--- config.mk ---
export PLATFORM = sky130hd
export DESIGN_NAME = flash_command_status_regs
export DESIGN_NICKNAME = d
export VERILOG_FILES = /design/src/rtl/flash_command_status_regs.v /design/src/rtl/axil_reg_port.v /design/src/rtl/flash_op_tracker.v
export VERILOG_INCLUDE_DIRS = /design/src /design/src/rtl
export SDC_FILE = /design/constraint.sdc
export NUM_CORES = 1
export LEC_CHECK = 0
export ABC_AREA = 1
export BUFFER_PORTS_ARGS = -buffer_cell sky130_fd_sc_hd__buf_4
export CORE_MARGIN = 5
export CORE_UTILIZATION = 44
export CTS_BUF_LIST = sky130_fd_sc_hd__clkbuf_4 sky130_fd_sc_hd__clkbuf_8
export DETAILED_ROUTE_END_ITERATION = 8
export GPL_ROUTABILITY_DRIVEN = 0
export PLACE_DENSITY = 0.79
export SYNTH_ARGS = -nofsm -noshare
export SYNTH_HDL_FRONTEND = slang
export SYNTH_SLANG_ARGS = --single-unit
--- constraint.sdc ---
create_clock -name core_clk_in -period 1.4 [get_ports core_clk_in]
set_input_delay 0.07 -clock core_clk_in [delete_from_list [all_inputs] [get_ports core_clk_in]]
set_output_delay 0.07 -clock core_clk_in [all_outputs]
set_load 0.02 [all_outputs]
--- src/rtl/flash_ctl_defines.vh ---
/*
  Shared constants of the flash command and status register block: register indexes,
  command codes, status field patterns, reset values and bus response codes.
  Assumes inclusion by bare name from every design file that needs them.
*/
`ifndef FLASH_CTL_DEFINES_VH
`define FLASH_CTL_DEFINES_VH

// Register indexes as printed; byte address on the bus is four times the index
`define IDX_CMD_STATUS 24'hFFE060
`define IDX_ACCESS_CTL 24'hFFE061
`define IDX_SECTOR_GUARD 24'hFFE062

// Command codes
`define CMD_UNLOCK_FIRST 8'h73
`define CMD_UNLOCK_SECOND 8'h8C
`define CMD_PAGE_ERASE 8'h95
`define CMD_MASS_ERASE 8'h63
`define CMD_LOCK 8'h00

// Status register layout
`define STAT_UNLOCK_BIT 7
`define STAT_RSVD_BIT 6
`define OP_IDLE 6'h00
`define OP_PROGRAM 6'h08
`define OP_PAGE_ERASE 6'h10
`define OP_MASS_ERASE 6'h20

// Access control layout
`define ACTL_AUX_SELECT_BIT 7

// Reset values
`define RST_ACCESS_CTL 8'h00
`define RST_SECTOR_GUARD 8'h00

// Auxiliary area window in program space
`define AUX_AREA_LAST 24'h00007F

// Program address fields: page and sector
`define PAGE_MSB 16
`define PAGE_LSB 11
`define SECTOR_MSB 16
`define SECTOR_LSB 14

// Bus responses
`define RESP_OKAY 2'h0
`define RESP_SLVERR 2'h2

`endif

--- src/rtl/flash_command_status_regs.v ---
/*
  Register front end of the on-chip flash controller: command decode with two-step
  unlock, page and mass erase start, status readback, auxiliary area select and the
  set-only sector guard mask, reached over AXI4-Lite.
  Assumes the page select register, the program path and the flash array sit outside
  on the same clock, and that the array reports completion with a one-cycle done pulse.
*/
// Local design decision: the AXI4-Lite register port.
`timescale 1ns/1ns
`include "flash_ctl_defines.vh"
// Notes on behaviour
// - Writes to the shared command/status word are commands; reads there return status.
// - The controller unlocks only after the first unlock code followed by the second.
// - While unlocked, the page erase code starts an erase of the selected page.
// - While unlocked, the mass erase code starts an erase of the whole array.
// - Any unlisted code, or a listed code out of order, locks the controller.
// - Status bit 7 reads 1 while unlocked and 0 while locked, and 0 after reset.
// - The operation field reads idle, program, page erase or mass erase patterns.
// - Status reads have no side effect at any time and reserved bit 6 reads 0.
// - With the auxiliary select set, the information area covers the low program range.
// - Sector guard bits can only be set by writes; zeros leave them unchanged.
// - A set sector guard bit refuses programming and erasure of that sector.
// - The controller leaves reset locked.
// - Writing zero to the command word leaves programming mode and locks.
// - A finished page erase relocks the controller on its own.
module flash_command_status_regs (
  input wire core_clk_in,
  input wire rst_b_in,
  input wire [31:0] awaddr_in,
  input wire awvalid_in,
  output wire awready_out,
  input wire [31:0] wdata_in,
  input wire [3:0] wstrb_in,
  input wire wvalid_in,
  output wire wready_out,
  output wire [1:0] bresp_out,
  output wire bvalid_out,
  input wire bready_in,
  input wire [31:0] araddr_in,
  input wire arvalid_in,
  output wire arready_out,
  output wire [31:0] rdata_out,
  output wire [1:0] rresp_out,
  output wire rvalid_out,
  input wire rready_in,
  input wire [5:0] page_select_in,
  input wire prog_req_in,
  input wire [23:0] prog_addr_in,
  input wire [23:0] fetch_addr_in,
  input wire flash_done_in,
  output reg program_start_out,
  output reg [23:0] program_addr_out,
  output reg prog_refused_out,
  output reg page_erase_start_out,
  output reg [5:0] erase_page_out,
  output reg mass_erase_start_out,
  output reg erase_refused_out,
  output reg aux_area_hit_out,
  output reg [7:0] sector_guard_out,
  output reg unlocked_out
);
  localparam [1:0] ST_LOCKED = 2'h0;
  localparam [1:0] ST_FIRST_SEEN = 2'h1;
  localparam [1:0] ST_UNLOCKED = 2'h2;
  localparam [1:0] SEL_NONE = 2'h0;
  localparam [1:0] SEL_CMD = 2'h1;
  localparam [1:0] SEL_CTL = 2'h2;
  localparam [1:0] SEL_GUARD = 2'h3;

  // Byte address of a printed register index
  function [31:0] reg_addr;
    input [23:0] idx;
    begin
      reg_addr = {6'h00, idx, 2'h0};
    end
  endfunction

  // Sector that holds a program address
  function [2:0] sector_of;
    input [23:0] addr;
    begin
      sector_of = addr[`SECTOR_MSB:`SECTOR_LSB];
    end
  endfunction

  // Register selected by a bus byte address; one decoder for both bus directions
  function [1:0] reg_sel;
    input [31:0] addr;
    begin
      if (addr == reg_addr(`IDX_CMD_STATUS)) begin
        reg_sel = SEL_CMD;
      end else if (addr == reg_addr(`IDX_ACCESS_CTL)) begin
        reg_sel = SEL_CTL;
      end else if (addr == reg_addr(`IDX_SECTOR_GUARD)) begin
        reg_sel = SEL_GUARD;
      end else begin
        reg_sel = SEL_NONE;
      end
    end
  endfunction

  reg [1:0] lock_state_q;
  reg [1:0] lock_state_d;
  reg [7:0] access_ctl_q;
  reg [7:0] sector_guard_q;
  reg op_start;
  reg [5:0] op_kind;
  reg prog_ok;
  reg prog_bad;
  reg erase_bad;
  reg [31:0] rd_data;
  reg rd_err;
  reg wr_err;
  reg cmd_wr;
  reg actl_wr;
  reg guard_wr;

  wire wr_en;
  wire [31:0] wr_addr;
  wire [31:0] wr_data;
  wire [3:0] wr_strb;
  wire rd_en;
  wire [31:0] rd_addr;
  wire busy;
  wire [5:0] op_field;
  wire erase_done;
  wire [7:0] cmd_byte;
  wire low_lane;
  wire [2:0] page_sector;
  wire [2:0] prog_sector;
  wire [1:0] wr_sel;
  wire [1:0] rd_sel;
  wire page_start;
  wire mass_start;

  assign cmd_byte = wr_data[7:0];
  assign low_lane = wr_strb[0];
  assign page_sector = page_select_in[5:3];
  assign prog_sector = sector_of(prog_addr_in);
  assign wr_sel = reg_sel(wr_addr);
  assign rd_sel = reg_sel(rd_addr);
  assign page_start = op_start && (op_kind == `OP_PAGE_ERASE);
  assign mass_start = op_start && (op_kind == `OP_MASS_ERASE);

  axil_reg_port u_port (
    .core_clk_in(core_clk_in),
    .rst_b_in(rst_b_in),
    .awaddr_in(awaddr_in),
    .awvalid_in(awvalid_in),
    .awready_out(awready_out),
    .wdata_in(wdata_in),
    .wstrb_in(wstrb_in),
    .wvalid_in(wvalid_in),
    .wready_out(wready_out),
    .bresp_out(bresp_out),
    .bvalid_out(bvalid_out),
    .bready_in(bready_in),
    .araddr_in(araddr_in),
    .arvalid_in(arvalid_in),
    .arready_out(arready_out),
    .rdata_out(rdata_out),
    .rresp_out(rresp_out),
    .rvalid_out(rvalid_out),
    .rready_in(rready_in),
    .wr_en_out(wr_en),
    .wr_addr_out(wr_addr),
    .wr_data_out(wr_data),
    .wr_strb_out(wr_strb),
    .wr_err_in(wr_err),
    .rd_en_out(rd_en),
    .rd_addr_out(rd_addr),
    .rd_data_in(rd_data),
    .rd_err_in(rd_err)
  );

  flash_op_tracker u_tracker (
    .core_clk_in(core_clk_in),
    .rst_b_in(rst_b_in),
    .start_in(op_start),
    .kind_in(op_kind),
    .done_in(flash_done_in),
    .busy_out(busy),
    .op_field_out(op_field),
    .erase_done_out(erase_done)
  );

  // Write address decode
  always @* begin
    cmd_wr = 1'b0;
    actl_wr = 1'b0;
    guard_wr = 1'b0;
    wr_err = 1'b0;
    if (wr_sel == SEL_CMD) begin
      cmd_wr = wr_en && low_lane;
    end else if (wr_sel == SEL_CTL) begin
      actl_wr = wr_en && low_lane;
    end else if (wr_sel == SEL_GUARD) begin
      guard_wr = wr_en && low_lane;
    end else begin
      wr_err = 1'b1;
    end
  end

  // Read decode: pure function of the address and the stored state, so reads never disturb state
  always @* begin
    rd_data = 32'h0000_0000;
    rd_err = 1'b0;
    if (rd_sel == SEL_CMD) begin
      rd_data[`STAT_UNLOCK_BIT] = (lock_state_q == ST_UNLOCKED);
      rd_data[`STAT_RSVD_BIT] = 1'b0;
      rd_data[5:0] = op_field;
    end else if (rd_sel == SEL_CTL) begin
      rd_data[7:0] = access_ctl_q;
    end else if (rd_sel == SEL_GUARD) begin
      rd_data[7:0] = sector_guard_q;
    end else begin
      rd_err = 1'b1;
    end
  end

  // Command sequencing; commands arriving while an operation runs are ignored
  always @* begin
    lock_state_d = lock_state_q;
    op_start = 1'b0;
    op_kind = `OP_IDLE;
    erase_bad = 1'b0;
    prog_ok = 1'b0;
    prog_bad = 1'b0;
    if (cmd_wr && !busy) begin
      case (lock_state_q)
        ST_LOCKED: begin
          if (cmd_byte == `CMD_UNLOCK_FIRST) begin
            lock_state_d = ST_FIRST_SEEN;
          end
        end
        ST_FIRST_SEEN: begin
          if (cmd_byte == `CMD_UNLOCK_SECOND) begin
            lock_state_d = ST_UNLOCKED;
          end else begin
            lock_state_d = ST_LOCKED;
          end
        end
        ST_UNLOCKED: begin
          if (cmd_byte == `CMD_PAGE_ERASE) begin
            if (sector_guard_q[page_sector]) begin
              erase_bad = 1'b1;
              lock_state_d = ST_LOCKED;
            end else begin
              op_start = 1'b1;
              op_kind = `OP_PAGE_ERASE;
            end
          end else if (cmd_byte == `CMD_MASS_ERASE) begin
            // A mass erase would wipe guarded sectors too, so any guard refuses it
            if (sector_guard_q != 8'h00) begin
              erase_bad = 1'b1;
              lock_state_d = ST_LOCKED;
            end else begin
              op_start = 1'b1;
              op_kind = `OP_MASS_ERASE;
            end
          end else begin
            lock_state_d = ST_LOCKED;
          end
        end
        default: begin
          lock_state_d = ST_LOCKED;
        end
      endcase
    end else if (prog_req_in && !busy && !cmd_wr) begin
      if (lock_state_q == ST_UNLOCKED &&
          prog_addr_in[`PAGE_MSB:`PAGE_LSB] == page_select_in &&
          !sector_guard_q[prog_sector]) begin
        prog_ok = 1'b1;
        op_start = 1'b1;
        op_kind = `OP_PROGRAM;
      end else begin
        prog_bad = 1'b1;
      end
    end
    if (erase_done) begin
      lock_state_d = ST_LOCKED;
    end
  end

  always @(posedge core_clk_in or negedge rst_b_in) begin
    if (!rst_b_in) begin
      lock_state_q <= ST_LOCKED;
    end else begin
      lock_state_q <= lock_state_d;
    end
  end

  // Only the select bit is stored; the reserved low bits read zero
  always @(posedge core_clk_in or negedge rst_b_in) begin
    if (!rst_b_in) begin
      access_ctl_q <= `RST_ACCESS_CTL;
    end else if (actl_wr) begin
      access_ctl_q <= {cmd_byte[`ACTL_AUX_SELECT_BIT], 7'h00};
    end
  end

  always @(posedge core_clk_in or negedge rst_b_in) begin
    if (!rst_b_in) begin
      sector_guard_q <= `RST_SECTOR_GUARD;
    end else if (guard_wr) begin
      sector_guard_q <= sector_guard_q | cmd_byte;
    end
  end

  // Flash-side outputs, all registered
  always @(posedge core_clk_in or negedge rst_b_in) begin
    if (!rst_b_in) begin
      program_start_out <= 1'b0;
      program_addr_out <= 24'h000000;
      prog_refused_out <= 1'b0;
      page_erase_start_out <= 1'b0;
      erase_page_out <= 6'h00;
      mass_erase_start_out <= 1'b0;
      erase_refused_out <= 1'b0;
      aux_area_hit_out <= 1'b0;
      sector_guard_out <= `RST_SECTOR_GUARD;
      unlocked_out <= 1'b0;
    end else begin
      program_start_out <= prog_ok;
      prog_refused_out <= prog_bad;
      if (prog_ok) begin
        program_addr_out <= prog_addr_in;
      end
      page_erase_start_out <= page_start;
      mass_erase_start_out <= mass_start;
      if (page_start) begin
        erase_page_out <= page_select_in;
      end
      erase_refused_out <= erase_bad;
      aux_area_hit_out <= access_ctl_q[`ACTL_AUX_SELECT_BIT] &&
                          (fetch_addr_in <= `AUX_AREA_LAST);
      sector_guard_out <= sector_guard_q;
      unlocked_out <= (lock_state_d == ST_UNLOCKED);
    end
  end
endmodule

--- src/rtl/axil_reg_port.v ---
/*
  AXI4-Lite slave front end: takes one write and one read at a time, hands a one-cycle
  write strobe and a read strobe to the register logic, and returns its answers.
  Assumes the register logic answers read data and errors combinationally.
*/
`timescale 1ns/1ns
`include "flash_ctl_defines.vh"
module axil_reg_port (
  input wire core_clk_in,
  input wire rst_b_in,
  input wire [31:0] awaddr_in,
  input wire awvalid_in,
  output reg awready_out,
  input wire [31:0] wdata_in,
  input wire [3:0] wstrb_in,
  input wire wvalid_in,
  output reg wready_out,
  output reg [1:0] bresp_out,
  output reg bvalid_out,
  input wire bready_in,
  input wire [31:0] araddr_in,
  input wire arvalid_in,
  output reg arready_out,
  output reg [31:0] rdata_out,
  output reg [1:0] rresp_out,
  output reg rvalid_out,
  input wire rready_in,
  output wire wr_en_out,
  output reg [31:0] wr_addr_out,
  output reg [31:0] wr_data_out,
  output reg [3:0] wr_strb_out,
  input wire wr_err_in,
  output wire rd_en_out,
  output wire [31:0] rd_addr_out,
  input wire [31:0] rd_data_in,
  input wire rd_err_in
);
  // Both halves held and no response pending: perform the write this cycle
  assign wr_en_out = !awready_out && !wready_out && !bvalid_out;
  assign rd_en_out = arvalid_in && arready_out;
  assign rd_addr_out = araddr_in;

  always @(posedge core_clk_in or negedge rst_b_in) begin
    if (!rst_b_in) begin
      awready_out <= 1'b1;
      wready_out <= 1'b1;
      bvalid_out <= 1'b0;
      bresp_out <= `RESP_OKAY;
      wr_addr_out <= 32'h0000_0000;
      wr_data_out <= 32'h0000_0000;
      wr_strb_out <= 4'h0;
    end else begin
      if (awvalid_in && awready_out) begin
        awready_out <= 1'b0;
        wr_addr_out <= awaddr_in;
      end
      if (wvalid_in && wready_out) begin
        wready_out <= 1'b0;
        wr_data_out <= wdata_in;
        wr_strb_out <= wstrb_in;
      end
      if (wr_en_out) begin
        bvalid_out <= 1'b1;
        bresp_out <= wr_err_in ? `RESP_SLVERR : `RESP_OKAY;
      end else if (bvalid_out && bready_in) begin
        bvalid_out <= 1'b0;
        awready_out <= 1'b1;
        wready_out <= 1'b1;
      end
    end
  end

  always @(posedge core_clk_in or negedge rst_b_in) begin
    if (!rst_b_in) begin
      arready_out <= 1'b1;
      rvalid_out <= 1'b0;
      rdata_out <= 32'h0000_0000;
      rresp_out <= `RESP_OKAY;
    end else if (rd_en_out) begin
      arready_out <= 1'b0;
      rvalid_out <= 1'b1;
      rdata_out <= rd_data_in;
      rresp_out <= rd_err_in ? `RESP_SLVERR : `RESP_OKAY;
    end else if (rvalid_out && rready_in) begin
      rvalid_out <= 1'b0;
      arready_out <= 1'b1;
    end
  end
endmodule

--- src/rtl/flash_op_tracker.v ---
/*
  Tracks the one flash operation under way and its status field pattern.
  Assumes the array raises its done input once per started operation, on the same clock.
*/
`timescale 1ns/1ns
`include "flash_ctl_defines.vh"
module flash_op_tracker (
  input wire core_clk_in,
  input wire rst_b_in,
  input wire start_in,
  input wire [5:0] kind_in,
  input wire done_in,
  output reg busy_out,
  output reg [5:0] op_field_out,
  output reg erase_done_out
);
  always @(posedge core_clk_in or negedge rst_b_in) begin
    if (!rst_b_in) begin
      busy_out <= 1'b0;
      op_field_out <= `OP_IDLE;
      erase_done_out <= 1'b0;
    end else begin
      erase_done_out <= 1'b0;
      if (start_in && !busy_out) begin
        busy_out <= 1'b1;
        op_field_out <= kind_in;
      end else if (busy_out && done_in) begin
        busy_out <= 1'b0;
        op_field_out <= `OP_IDLE;
        erase_done_out <= (op_field_out == `OP_PAGE_ERASE);
      end
    end
  end
endmodule

==> PnR_summary.wiki, run 1 <==
{| class="wikitable"
! Metric !! Value
|-
| Maxcap violations || 0
|-
| Fraction of synthesized area in multiplexers || 2.91%
|-
| Effective utilization at floorplan || 44.9%
|-
| Number of buffer and inverter stages on the critical path || 2
|-
| Area leader, netlist || sky130_fd_sc_hd__dfrtp_1
|-
| Critical-path cell list || nor2_2 -> buf_4 -> nand2_4 -> nor2_4 -> inv_1 -> nor2_1 -> nand3_1 -> nor2_2 -> nand2_2 -> nand4_1 -> nand2_1
|-
| DRC violations left || 0
|-
| Worst-case setup margin in the final layout || -0.227 ns
|-
| Cell with the biggest individual delay on the critical path || sky130_fd_sc_hd__dfrtp_1
|-
| # fillers || about 800
|-
| Synth top area cells || sky130_fd_sc_hd__dfrtp_1 53%, sky130_fd_sc_hd__nand2_1 12%, sky130_fd_sc_hd__nor2_1 6.0%, sky130_fd_sc_hd__inv_1 5.4%, sky130_fd_sc_hd__buf_4 3.9%
|-
| Longest Clk Path Bufs || 2
|-
| Count of warnings emitted by yosys || 0
|-
| Number of antenna violations at the first check in global routing || 0
|-
| Clock tree from TritonCTS || built
|-
| Arithmetic-cell share of the synthesized area counting full adders, half adders and majority gates || 0%
|-
| Via-per-instance ratio || 4.73
|-
| Type of origin of the critical path || flop
|-
| Leakage power || 0.00489 uW
|-
| Arrival @ worst endpoint || 1.95 ns
|-
| Vias in the first global route || between 5000 and 6000
|-
| WS Path Type || reg -> reg
|-
| Detailed route wirelength on metal3 || 1.03 mm
|-
| Classification of the worst-slack hold path || in -> reg
|-
| Die height || 121 um
|-
| Pin count of the biggest net entering global routing || 58
|-
| Routed WL || 17.9 mm
|-
| Most used standard cells in the synthesized netlist || 178 x sky130_fd_sc_hd__nand2_1, 114 x sky130_fd_sc_hd__dfrtp_1, 87 x sky130_fd_sc_hd__nor2_1, 78 x sky130_fd_sc_hd__inv_1, 33 x sky130_fd_sc_hd__nand3_1
|-
| Internal power || 7910 uW
|-
| Overall routing resource usage || 22.8%
|-
| Largest family of logic cells by synthesized area || simple AND/OR/NAND/NOR gates
|-
| Total global routing overflow || 0
|-
| Quantity of I/O buffers inserted on ports || 188
|-
| Vias after detailed routing || roughly 5700
|-
| Highest ir drop seen on vdd || just over 1000 uV
|-
| Buffer cell driving the clock tree root || sky130_fd_sc_hd__clkbuf_8
|-
| Final Hold Violating Endpoints || 0
|-
| Result of the run || complete, but fails checks
|-
| Area share of xor/xnor cells in the synthesized design || 0.162%
|-
| Number of distinct library cells after synthesis || 34
|-
| Width of the die || 121 um
|-
| Share of async-settable or async-resettable flops after synthesis || 100%
|-
| Num CTS Buffers || 17
|-
| Fraction of layout cells with a size suffix above 1 || between 40% and 50%
|-
| Row Count || 40
|-
| Die Outline Area || 0.0146 mm2
|-
| Synth top area share || 52.6%
|-
| Post-route fraction of the period consumed by the critical path || 116%
|-
| Register bit total from synthesis || 117
|-
| Sequential cell fraction of total power || 39.8%
|-
| Top delay family on crit path || simple AND/OR/NAND/NOR gates
|-
| Combinational Power Share || 30.3%
|-
| RSZ-0062 raised after global routing || yes
|-
| Clock Pin Slew Worst Setup and Hold Paths || 0.07 ns
|-
| Worst-path fanout max || 4
|-
| Met2 wirelength from detailed routing || 9.86 mm
|-
| Longest individual stage delay on the worst path || 0.39 ns
|-
| WP depth || 11
|-
| Top Ports || 249
|-
| Global-route wire length before repair || 26.5 mm
|-
| Sw frac || 30.0%
|-
| Worst-case clock skew || 0.0127 ns
|-
| Total power || 11300 uW
|-
| Uppermost routed layer || met4
|-
| Area growth, synth to finish || 72.7%
|-
| M1 WL || roughly 6.6 mm
|-
| Total setup violations reported at the end of the flow || 51
|-
| Net switching power figure || approximately 3400 uW
|-
| Number of standard cells in the layout, taps in and fillers out || 1201
|-
| Worst slack at placement || -0.270 ns
|-
| Main synth FF type || sky130_fd_sc_hd__dfrtp_1
|-
| Simple-gate area share of the yosys netlist || ~26%
|-
| Number of sinks on the clock net || around 120
|-
| Data required, critical path || approximately 1.7 ns
|-
| Nature of the critical path endpoint || flop
|-
| Sequential cell area fraction in the yosys report || 54.1%
|-
| Sequential cell area || 0.00293 mm2
|-
| Violated checks || negative setup slack
|-
| Clock power frac || 29.9%
|-
| Router iterations before antenna repair || 5
|-
| Number of routed nets with antenna violations || 0
|-
| Net count of the finished layout || 1183
|-
| Area used by multi-input combinational logic || ~0.0023 mm2
|-
| Dpl cells || 1051
|-
| Power per unit of standard cell area || about 1200 mW/mm2
|-
| Antenna Cells || 0
|-
| Tmin final || 1.63 ns
|-
| Count leader, synth || sky130_fd_sc_hd__nand2_1
|-
| Clock insertion delay at the later pin of the skew report || 0.44 ns
|-
| Post-synthesis area per instance || 8.38 um2
|-
| Slew Viols, Final || 0
|-
| H-tree depth || 4
|-
| Number of cells produced by synthesis || 647
|-
| Detailed Place HPWL || 11.0 mm
|-
| Number of synthesized flops with an enable pin || 0
|-
| Total core area || approximately 0.012 mm2
|-
| Post-detailed-route wirelength per cell || about 15 um
|-
| Max Clock Freq || 615 MHz
|-
| Drt initial violations || 349
|-
| Post-synthesis instance area || approximately 0.0054 mm2
|-
| Synthesized-area fraction occupied by ao, oa, aoi and oai cells || 6.28%
|-
| Cell seen most often among critical-path stages || sky130_fd_sc_hd__nor2_2
|-
| Number of cell instances on the worst register-to-register path || 11
|-
| Worst hold path cell count || 3
|}
==> metal layers <==
| metal | up-vias | GRT usage (%) |
|---|---|---|
| met4 | 0 | 7.93 |
| met1 | 2712 | 25.9 |
| li1 | 2751 | - |
| met3 | 35 | 5.45 |
| met2 | 180 | 41.6 |
| met5 | - | 0 |
==> cells by family (layout without fill, tap and decap cells) <==
group / after synthesis / count (layout)
flip-flops: 117 / 117
XOR/XNOR: 1 / 1
other: 1 / 26
AO/OA/AOI/OAI: 63 / 63
multiplexers: 14 / 14
buffers and inverters: 119 / 478
AND/OR/NAND/NOR: 332 / 334
==> worst reg2reg max path: stages (launching register included) <==
cell                      delay, ns
sky130_fd_sc_hd__dfrtp_1       0.39
sky130_fd_sc_hd__nor2_2        0.13
sky130_fd_sc_hd__buf_4         0.13
sky130_fd_sc_hd__nand2_4       0.05
sky130_fd_sc_hd__nor2_4        0.12
sky130_fd_sc_hd__inv_1         0.06
sky130_fd_sc_hd__nor2_1        0.11
sky130_fd_sc_hd__nand3_1       0.13
sky130_fd_sc_hd__nor2_2        0.15
sky130_fd_sc_hd__nand2_2       0.10
sky130_fd_sc_hd__nand4_1       0.08
sky130_fd_sc_hd__nand2_1       0.07
==> registers in the layout (all words and copies together) (netlist names), 2 cells and up <==
signal	count
program_addr_out	24
u_port.wr_data_out	8
sector_guard_q	8
u_tracker.op_field_out	3
u_port.wr_addr_out	32
lock_state_q	2
sector_guard_out	8
u_port.rdata_out	8
erase_page_out	6
==> repair_timing <==
action,4_1_cts,5_1_grt
endpoints found under the setup margin,51,58
pin swaps,6,26
hold buffers,94,0
gates cloned,0,7
resized for setup,20,105
endpoints found under the hold margin,196,0
buffers inserted,5,13
==> area by class of cell <==
class / count / share of cell area (%)
Clock buffer: 22 / 3.03
Clock inverter: 10 / 1.63
Inverter: 80 / 3.40
Multi-Input combinational cell: 438 / 25.1
Sequential cell: 117 / 31.3
Tap cell: 168 / 2.25
Timing Repair Buffer: 364 / 33.0
Timing Repair inverter: 2 / 0.214
==> per-stage QoR <==
stage          cell area [um2]  hold slack [ns]  utilization, %  TNS, ns
2_1_floorplan             5530           -0.226               -   -0.449
3_3_place_gp              7380          -0.0973            61.2    -5.64
3_5_place_dp              7380          -0.0977            61.2    -8.44
4_1_cts                   8850           0.0391            73.4    -6.28
5_1_grt                   9360           0.0281            77.6   -13.13
6_report                  9360           0.0375            77.6    -7.87
==> final timing paths <==
path                                             start                         to  slack (ns)
worst max-delay path            u_port.wr_addr_out[10]  u_tracker.op_field_out[5]       -0.23
worst min-delay path                 page_select_in[4]          erase_page_out[4]        0.04
worst max register to register  u_port.wr_addr_out[10]  u_tracker.op_field_out[5]       -0.23
worst min register to register       sector_guard_q[3]        sector_guard_out[3]        0.45
max in group asynchronous                     rst_b_in          u_port.bvalid_out        0.60
min in group asynchronous                     rst_b_in      u_port.wr_strb_out[0]        0.17
==> layout by cell type, fill, tap and decap left out, types with 3 or more instances in the layout <==
cell type                       instances
sky130_fd_sc_hd__nand4_1               11
sky130_fd_sc_hd__o21ai_0               17
sky130_fd_sc_hd__inv_2                 18
sky130_fd_sc_hd__nand3_1               25
sky130_fd_sc_hd__nor2_1                67
sky130_fd_sc_hd__clkbuf_8              19
sky130_fd_sc_hd__nor3_2                 3
sky130_fd_sc_hd__nand3_2                5
sky130_fd_sc_hd__nor4_1                 7
sky130_fd_sc_hd__conb_1                26
sky130_fd_sc_hd__buf_4                256
sky130_fd_sc_hd__buf_6                  7
sky130_fd_sc_hd__clkbuf_4               3
sky130_fd_sc_hd__nor2_2                10
sky130_fd_sc_hd__nand3_4                4
sky130_fd_sc_hd__nand2_1              145
sky130_fd_sc_hd__mux2_2                14
sky130_fd_sc_hd__dlygate4sd3_1         94
sky130_fd_sc_hd__buf_12                 5
sky130_fd_sc_hd__bufinv_16              4
sky130_fd_sc_hd__inv_1                 60
sky130_fd_sc_hd__nand2_4                6
sky130_fd_sc_hd__clkinv_2               5
sky130_fd_sc_hd__dfrtp_1              112
sky130_fd_sc_hd__a21oi_1               27
sky130_fd_sc_hd__o31ai_1                4
sky130_fd_sc_hd__nand2_2               28
sky130_fd_sc_hd__o21ai_1                9
sky130_fd_sc_hd__dfstp_2                3
sky130_fd_sc_hd__nor2_4                12
==> power groups by stage <==
stage	sequential, uW	clock (uW)	combinational, uW
2_1_floorplan	4550	0	1350
3_3_place_gp	4440	0	2780
3_5_place_dp	4500	0	2840
4_1_cts	4440	3410	3100
5_1_grt	4550	3580	3780
6_report	4500	3380	3430
Note: power is estimated with default switching activity, not from simulation.
==> inputs of run 2 (changes only) <==
PLACE_DENSITY = 0.75   (was 0.79)
==> PnR_summary.wiki, run 2 (synthesis results as in run 1) <==
{| class="wikitable"
! Metric !! Value
|-
| Detailed Place HPWL || 11.1 mm
|-
| Post-detailed-route wirelength per cell || between 15 and 20 um
|-
| Quantity of I/O buffers inserted on ports || 188
|-
| Violated checks || negative setup slack
|-
| Most common cell after layout, fill and taps aside || sky130_fd_sc_hd__buf_4
|-
| Power per unit of standard cell area || approximately 1200 mW/mm2
|-
| Routed WL || 18.5 mm
|-
| Flip-flop count of the largest register, all copies and words added || 32
|-
| Num CTS Buffers || 17
|-
| Area growth, synth to finish || 71.7%
|-
| Buffer cell driving the clock tree root || sky130_fd_sc_hd__clkbuf_8
|-
| Highest ir drop seen on vdd || 856 uV
|-
| Total setup violations reported at the end of the flow || 49
|-
| Worst min-delay path endpoint || erase_page_out[5]
|-
| Die Outline Area || about 0.015 mm2
|-
| Leakage power || 0.00483 uW
|-
| Tmin final || 1.66 ns
|-
| Top delay family on crit path || simple AND/OR/NAND/NOR gates
|-
| Critical-path cell list || inv_1 -> nand2_1 -> nor2_2 -> nand2_1 -> nor2_2 -> nand3_2 -> nor2_4 -> buf_6 -> nand2_8 -> nand2_2 -> nand2_2
|-
| Area used by multi-input combinational logic || approximately 0.0024 mm2
|-
| Nature of the critical path endpoint || flop
|-
| Pin count of the biggest net entering global routing || 52
|-
| Die height || 121 um
|-
| Worst-path fanout max || 5
|-
| Total core area || 0.0121 mm2
|-
| H-tree depth || 4
|-
| Router iterations before antenna repair || 5
|-
| Worst hold path cell count || 3
|-
| Vias after detailed routing || 5747
|-
| Longest individual stage delay on the worst path || 0.38 ns
|-
| RSZ-0062 raised after global routing || yes
|-
| Most frequent cells in the layout || 262 x sky130_fd_sc_hd__buf_4, 156 x sky130_fd_sc_hd__nand2_1, 113 x sky130_fd_sc_hd__dfrtp_1
|-
| WS Path Type || reg -> reg
|-
| Post-route fraction of the period consumed by the critical path || 119%
|-
| Number of antenna violations at the first check in global routing || 2
|-
| Classification of the worst-slack hold path || in -> reg
|-
| Number of cell instances on the worst register-to-register path || 11
|-
| Launch point of the worst hold path || page_select_in[5]
|-
| Overall routing resource usage || 23.2%
|-
| Longest Clk Path Bufs || 2
|-
| Maxcap violations || 0
|-
| Type of origin of the critical path || flop
|-
| Final Hold Violating Endpoints || 0
|-
| # fillers || 777
|-
| Largest registers || u_port.wr_addr_out (32), program_addr_out (24)
|-
| Via-per-instance ratio || between 4 and 5
|-
| Clock tree from TritonCTS || built
|-
| Number of sinks on the clock net || roughly 120
|-
| Total global routing overflow || 0
|-
| Vias in the first global route || 5761
|-
| Register ranked first by flip-flop count || u_port.wr_addr_out
|-
| Width of the die || 121 um
|-
| Worst reg-to-reg setup slack || -0.26 ns
|-
| Worst-case clock skew || 0.0112 ns
|-
| Worst-case setup margin in the final layout || -0.265 ns
|-
| Fraction of layout cells with a size suffix above 1 || 40.7%
|-
| RR Startpoint || u_port.wr_addr_out[27]
|-
| Net count of the finished layout || 1183
|-
| Number of routed nets with antenna violations || 0
|-
| Slew Viols, Final || 0
|-
| Final cell utilization of the core || 77.2%
|-
| Drt initial violations || between 400 and 500
|-
| Arrival @ worst endpoint || 1.97 ns
|-
| Effective utilization at floorplan || 44.9%
|-
| Sequential cell area || 0.00293 mm2
|-
| DRC violations left || 0
|-
| Number of buffer and inverter stages on the critical path || 2
|-
| Cell with the biggest individual delay on the critical path || sky130_fd_sc_hd__dfrtp_1
|-
| Max Clock Freq || approximately 600 MHz
|-
| Result of the run || complete, but fails checks
|-
| Data required, critical path || around 1.7 ns
|-
| Clock insertion delay at the later pin of the skew report || 0.41 ns
|-
| Endpoint of the worst register-to-register path || erase_page_out[2]
|-
| Number of standard cells in the layout, taps in and fillers out || roughly 1200
|-
| Top Ports || around 250
|-
| Dpl cells || 1055
|-
| Row Count || 40
|-
| Global-route wire length before repair || ~27 mm
|-
| Clock Pin Slew Worst Setup and Hold Paths || around 0.07 ns
|}
run 2: power breakdown:
group	switching, uW	internal [uW]
sequential	390	4080
combinational	1700	1720
clock	1330	1740
run 2: area by class of cell:
type                       count  area share (%)
tap                          168            2.26
inverter                      80            3.31
clock inverter                 9            1.10
clock buffer                  23            3.13
multi-input combinational    438            25.4
sequential                   117            31.5
antenna                        2          0.0538
timing repair buffer         366            33.3
run 2: worst reg2reg max path: stages (launching register included):
cell,delay [ns]
sky130_fd_sc_hd__dfrtp_1,0.38
sky130_fd_sc_hd__inv_1,0.08
sky130_fd_sc_hd__nand2_1,0.07
sky130_fd_sc_hd__nor2_2,0.11
sky130_fd_sc_hd__nand2_1,0.07
sky130_fd_sc_hd__nor2_2,0.16
sky130_fd_sc_hd__nand3_2,0.15
sky130_fd_sc_hd__nor2_4,0.20
sky130_fd_sc_hd__buf_6,0.14
sky130_fd_sc_hd__nand2_8,0.07
sky130_fd_sc_hd__nand2_2,0.08
sky130_fd_sc_hd__nand2_2,0.04
run 2: metal layers:
layer,part of all wire [%],global-route usage [%]
met5,0,0
met4,3.3,8.36
met3,5.0,5.03
met2,53,41.4
met1,39,27.5
run 2: stage by stage:
stage	worst slack [ns]	setup TNS [ns]	area, um2	power [uW]	hold slack, ns
after floorplan	-0.0219	-0.449	5530	5900	-0.226
after global placement	-0.209	-5.95	7410	7230	-0.0157
after detailed placement	-0.265	-7.08	7410	7310	-0.00985
after CTS	-0.191	-6.17	8870	10600	0.00780
after global routing	-0.384	-14.67	9310	11600	0.00646
final	-0.265	-9.46	9310	11000	0.00902
run 2: how the worst max path moves through the flow:
stage,endpoint,slack (ns),depth (start not counted),start
finish,erase_page_out[2],-0.26,11,u_port.wr_addr_out[27]
global route,unlocked_out,-0.38,10,u_port.wr_addr_out[8]
CTS,program_addr_out[15],-0.19,12,u_port.wr_addr_out[6]
detailed placement,erase_page_out[5],-0.27,10,u_port.wr_addr_out[26]
global placement,erase_page_out[0],-0.21,10,u_port.wr_addr_out[26]
floorplan,program_addr_out[14],-0.02,10,u_port.wready_out
run 2: repair_timing:
action                     CTS  global route
pin swaps                    7            47
hold endpoints to repair   190             0
gates resized for setup     32            94
setup endpoints to repair   51            55
setup buffers                7            13
hold buffers                91             0
gates cloned                 1             4
==> inputs of run 3 (changes only) <==
CELL_PAD_IN_SITES_DETAIL_PLACEMENT = 1   (was not set)
CELL_PAD_IN_SITES_GLOBAL_PLACEMENT = 2   (was not set)
CORE_UTILIZATION = 24   (was 44)
RECOVER_POWER = 100   (was not set)
==> PnR_summary.wiki, run 3 (synthesis results as in run 1) <==
{| class="wikitable"
! Metric !! Value
|-
| Critical-path cell list || inv_2 -> nand2_1 -> nor2_1 -> nand2_1 -> nor2_4 -> nand3_2 -> nor2_4 -> nand2_4 -> buf_6 -> nand2_1 -> o21ai_1
|-
| Total power || 10900 uW
|-
| Area growth, synth to finish || 71.4%
|-
| Area used by multi-input combinational logic || 0.00234 mm2
|-
| Nature of the critical path endpoint || flop
|-
| Sequential cell area || roughly 0.0029 mm2
|-
| RSZ-0062 raised after global routing || yes
|-
| H-tree depth || 4
|-
| Sw frac || around a third
|-
| Arrival @ worst endpoint || 1.92 ns
|-
| Worst-case setup margin in the final layout || -0.195 ns
|-
| Clock insertion delay at the later pin of the skew report || 0.44 ns
|-
| Net switching power figure || 3670 uW
|-
| Width of the die || roughly 160 um
|-
| Number of sinks on the clock net || 117
|-
| Data required, critical path || 1.72 ns
|-
| Largest registers || u_port.wr_addr_out (32), program_addr_out (24)
|-
| Cell seen most often among critical-path stages || sky130_fd_sc_hd__nand2_1
|-
| Slew Viols, Final || 0
|-
| Internal power || 7210 uW
|-
| Top delay family on crit path || simple AND/OR/NAND/NOR gates
|-
| Register ranked first by flip-flop count || u_port.wr_addr_out
|-
| Pin count of the biggest net entering global routing || 52
|-
| Final Hold Violating Endpoints || 0
|-
| Number of antenna violations at the first check in global routing || 0
|-
| Most common cell after layout, fill and taps aside || sky130_fd_sc_hd__buf_4
|-
| Final-layout worst hold slack || 0.162 ns
|-
| Post-detailed-route wirelength per cell || 14.4 um
|-
| Quantity of I/O buffers inserted on ports || around 190
|-
| Most frequent cells in the layout || 197 x sky130_fd_sc_hd__buf_4, 143 x sky130_fd_sc_hd__nand2_1, 113 x sky130_fd_sc_hd__dfrtp_1
|-
| Total setup violations reported at the end of the flow || 76
|-
| Via-per-instance ratio || between 4 and 5
|-
| Detailed Place HPWL || 13.5 mm
|-
| Vias in the first global route || between 6000 and 7000
|-
| Violated checks || negative setup slack
|-
| Final cell utilization of the core || 41.4%
|-
| Antenna Cells || 0
|-
| Clock tree from TritonCTS || built
|-
| Total global routing overflow || 0
|-
| Total Neg Setup Slack || -9.24 ns
|-
| Relative slew slack || 37.3%
|-
| Drt initial violations || 180
|-
| Clock Pin Slew Worst Setup and Hold Paths || 0.09 ns
|-
| Die Outline Area || 0.0257 mm2
|-
| Effective utilization at floorplan || 24.2%
|-
| Sequential cell fraction of total power || 41.2%
|-
| Type of origin of the critical path || flop
|-
| Fraction of layout cells with a size suffix above 1 || 36.1%
|-
| WS Path Type || reg -> reg
|-
| Longest individual stage delay on the worst path || 0.40 ns
|-
| Worst-path fanout max || 6
|-
| Worst-case clock skew || ~0.019 ns
|-
| Clock power frac || a little over a quarter
|-
| Router iterations before antenna repair || 4
|-
| Longest Clk Path Bufs || 2
|-
| Result of the run || complete, but fails checks
|-
| Die height || between 150 and 200 um
|-
| Buffer cell driving the clock tree root || sky130_fd_sc_hd__clkbuf_8
|-
| Classification of the worst-slack hold path || in -> reg
|-
| Tmin final || 1.60 ns
|-
| # fillers || 2637
|-
| Combinational Power Share || a little under a third
|-
| Row Count || 55
|-
| Flip-flop count of the largest register, all copies and words added || 32
|-
| Transition at the pin with the smallest max-transition slack || roughly 0.94 ns
|-
| Total core area || 0.0224 mm2
|-
| Leakage power || between 0.004 and 0.005 uW
|-
| DRC violations left || 0
|-
| Number of buffer and inverter stages on the critical path || 2
|-
| Maxcap violations || 0
|-
| Cell with the biggest individual delay on the critical path || sky130_fd_sc_hd__dfrtp_1
|-
| Global-route wire length before repair || 30.7 mm
|-
| Routed WL || 19.2 mm
|-
| Number of routed nets with antenna violations || 0
|-
| Net count of the finished layout || 1195
|-
| Overall routing resource usage || 14.8%
|-
| Post-route fraction of the period consumed by the critical path || 114%
|-
| Max Clock Freq || 627 MHz
|-
| Num CTS Buffers || 17
|-
| Power per unit of standard cell area || 1170 mW/mm2
|-
| Highest ir drop seen on vdd || 643 uV
|-
| Vias after detailed routing || between 5000 and 6000
|-
| Top Ports || 249
|-
| Worst slack at placement || -0.313 ns
|}
## run 3: changes by cell type in the layout (fill, tap and decap cells not counted), sizes merged, moves of 2 or more
| cell | before | now |
|---|---|---|
| nand2 | 181 | 179 |
| diode | 2 | 0 |
| dlygate4sd3 | 91 | 95 |
| clkbuf | 25 | 89 |
| buf | 273 | 213 |
| clkinvlp | 3 | 8 |
## run 3: stage by stage
stage | instances | instance area, um2
after global placement | 1181 | 7620
after CTS | 1319 | 9270
after detailed placement | 1181 | 7620
final | 1330 | 9290
after floorplan | 672 | 5530
after global routing | 1330 | 9290
## run 3: power groups by stage
stage | Combinational [uW] | Sequential, uW | Clock [uW]
2_1_floorplan | 1350 | 4550 | 0
3_3_place_gp | 2980 | 4460 | 0
3_5_place_dp | 3040 | 4490 | 0
4_1_cts | 3460 | 4490 | 3070
5_1_grt | 3880 | 4570 | 3220
6_report | 3470 | 4490 | 2930
## run 3: area by class of cell
| cell class | instances | area share (%) |
|---|---|---|
| clock inverters | 15 | 1.45 |
| inverters | 80 | 3.31 |
| clock buffers | 17 | 2.52 |
| multi-input cells | 436 | 25.2 |
| well taps | 285 | 3.84 |
| repair buffers | 380 | 32.1 |
| flip-flops and latches | 117 | 31.6 |
## run 3: routing by layer
metal	global-route usage [%]	vias to the layer above	wire length, um
li1	-	2764	-
met1	17.4	2646	7940
met2	26.3	119	10000
met3	4.18	24	885
met4	4.30	0	355
met5	0	-	0
## run 3: worst paths after layout
path / to / start / slack (ns) / cells past startpoint
worst max-delay path: erase_page_out[3] / u_port.wr_addr_out[26] / -0.20 / 11
max in group asynchronous: u_port.wr_addr_out[17] / rst_b_in / 0.18 / 3
worst max register to register: erase_page_out[3] / u_port.wr_addr_out[26] / -0.20 / 11
min in group asynchronous: u_port.rvalid_out / rst_b_in / 0.28 / 2
worst min-delay path: u_port.rvalid_out / arvalid_in / 0.16 / 4
worst min register to register: sector_guard_out[6] / sector_guard_q[6] / 0.43 / 0
## run 3: tightest hold or removal path, delay by kind of cell
kind,cells,cell delay (ns)
simple gates,1,0.04
compound gates,1,0.13
buf+inv,2,0.32
## run 3: repair_timing
item / in CTS / in global routing
hold endpoints to repair: 198 / 1
gates cloned: 3 / 3
pin swaps: 38 / 21
endpoints found under the setup margin: 51 / 59
hold buffers: 95 / 1
resized for setup: 95 / 49
setup buffers: 9 / 8
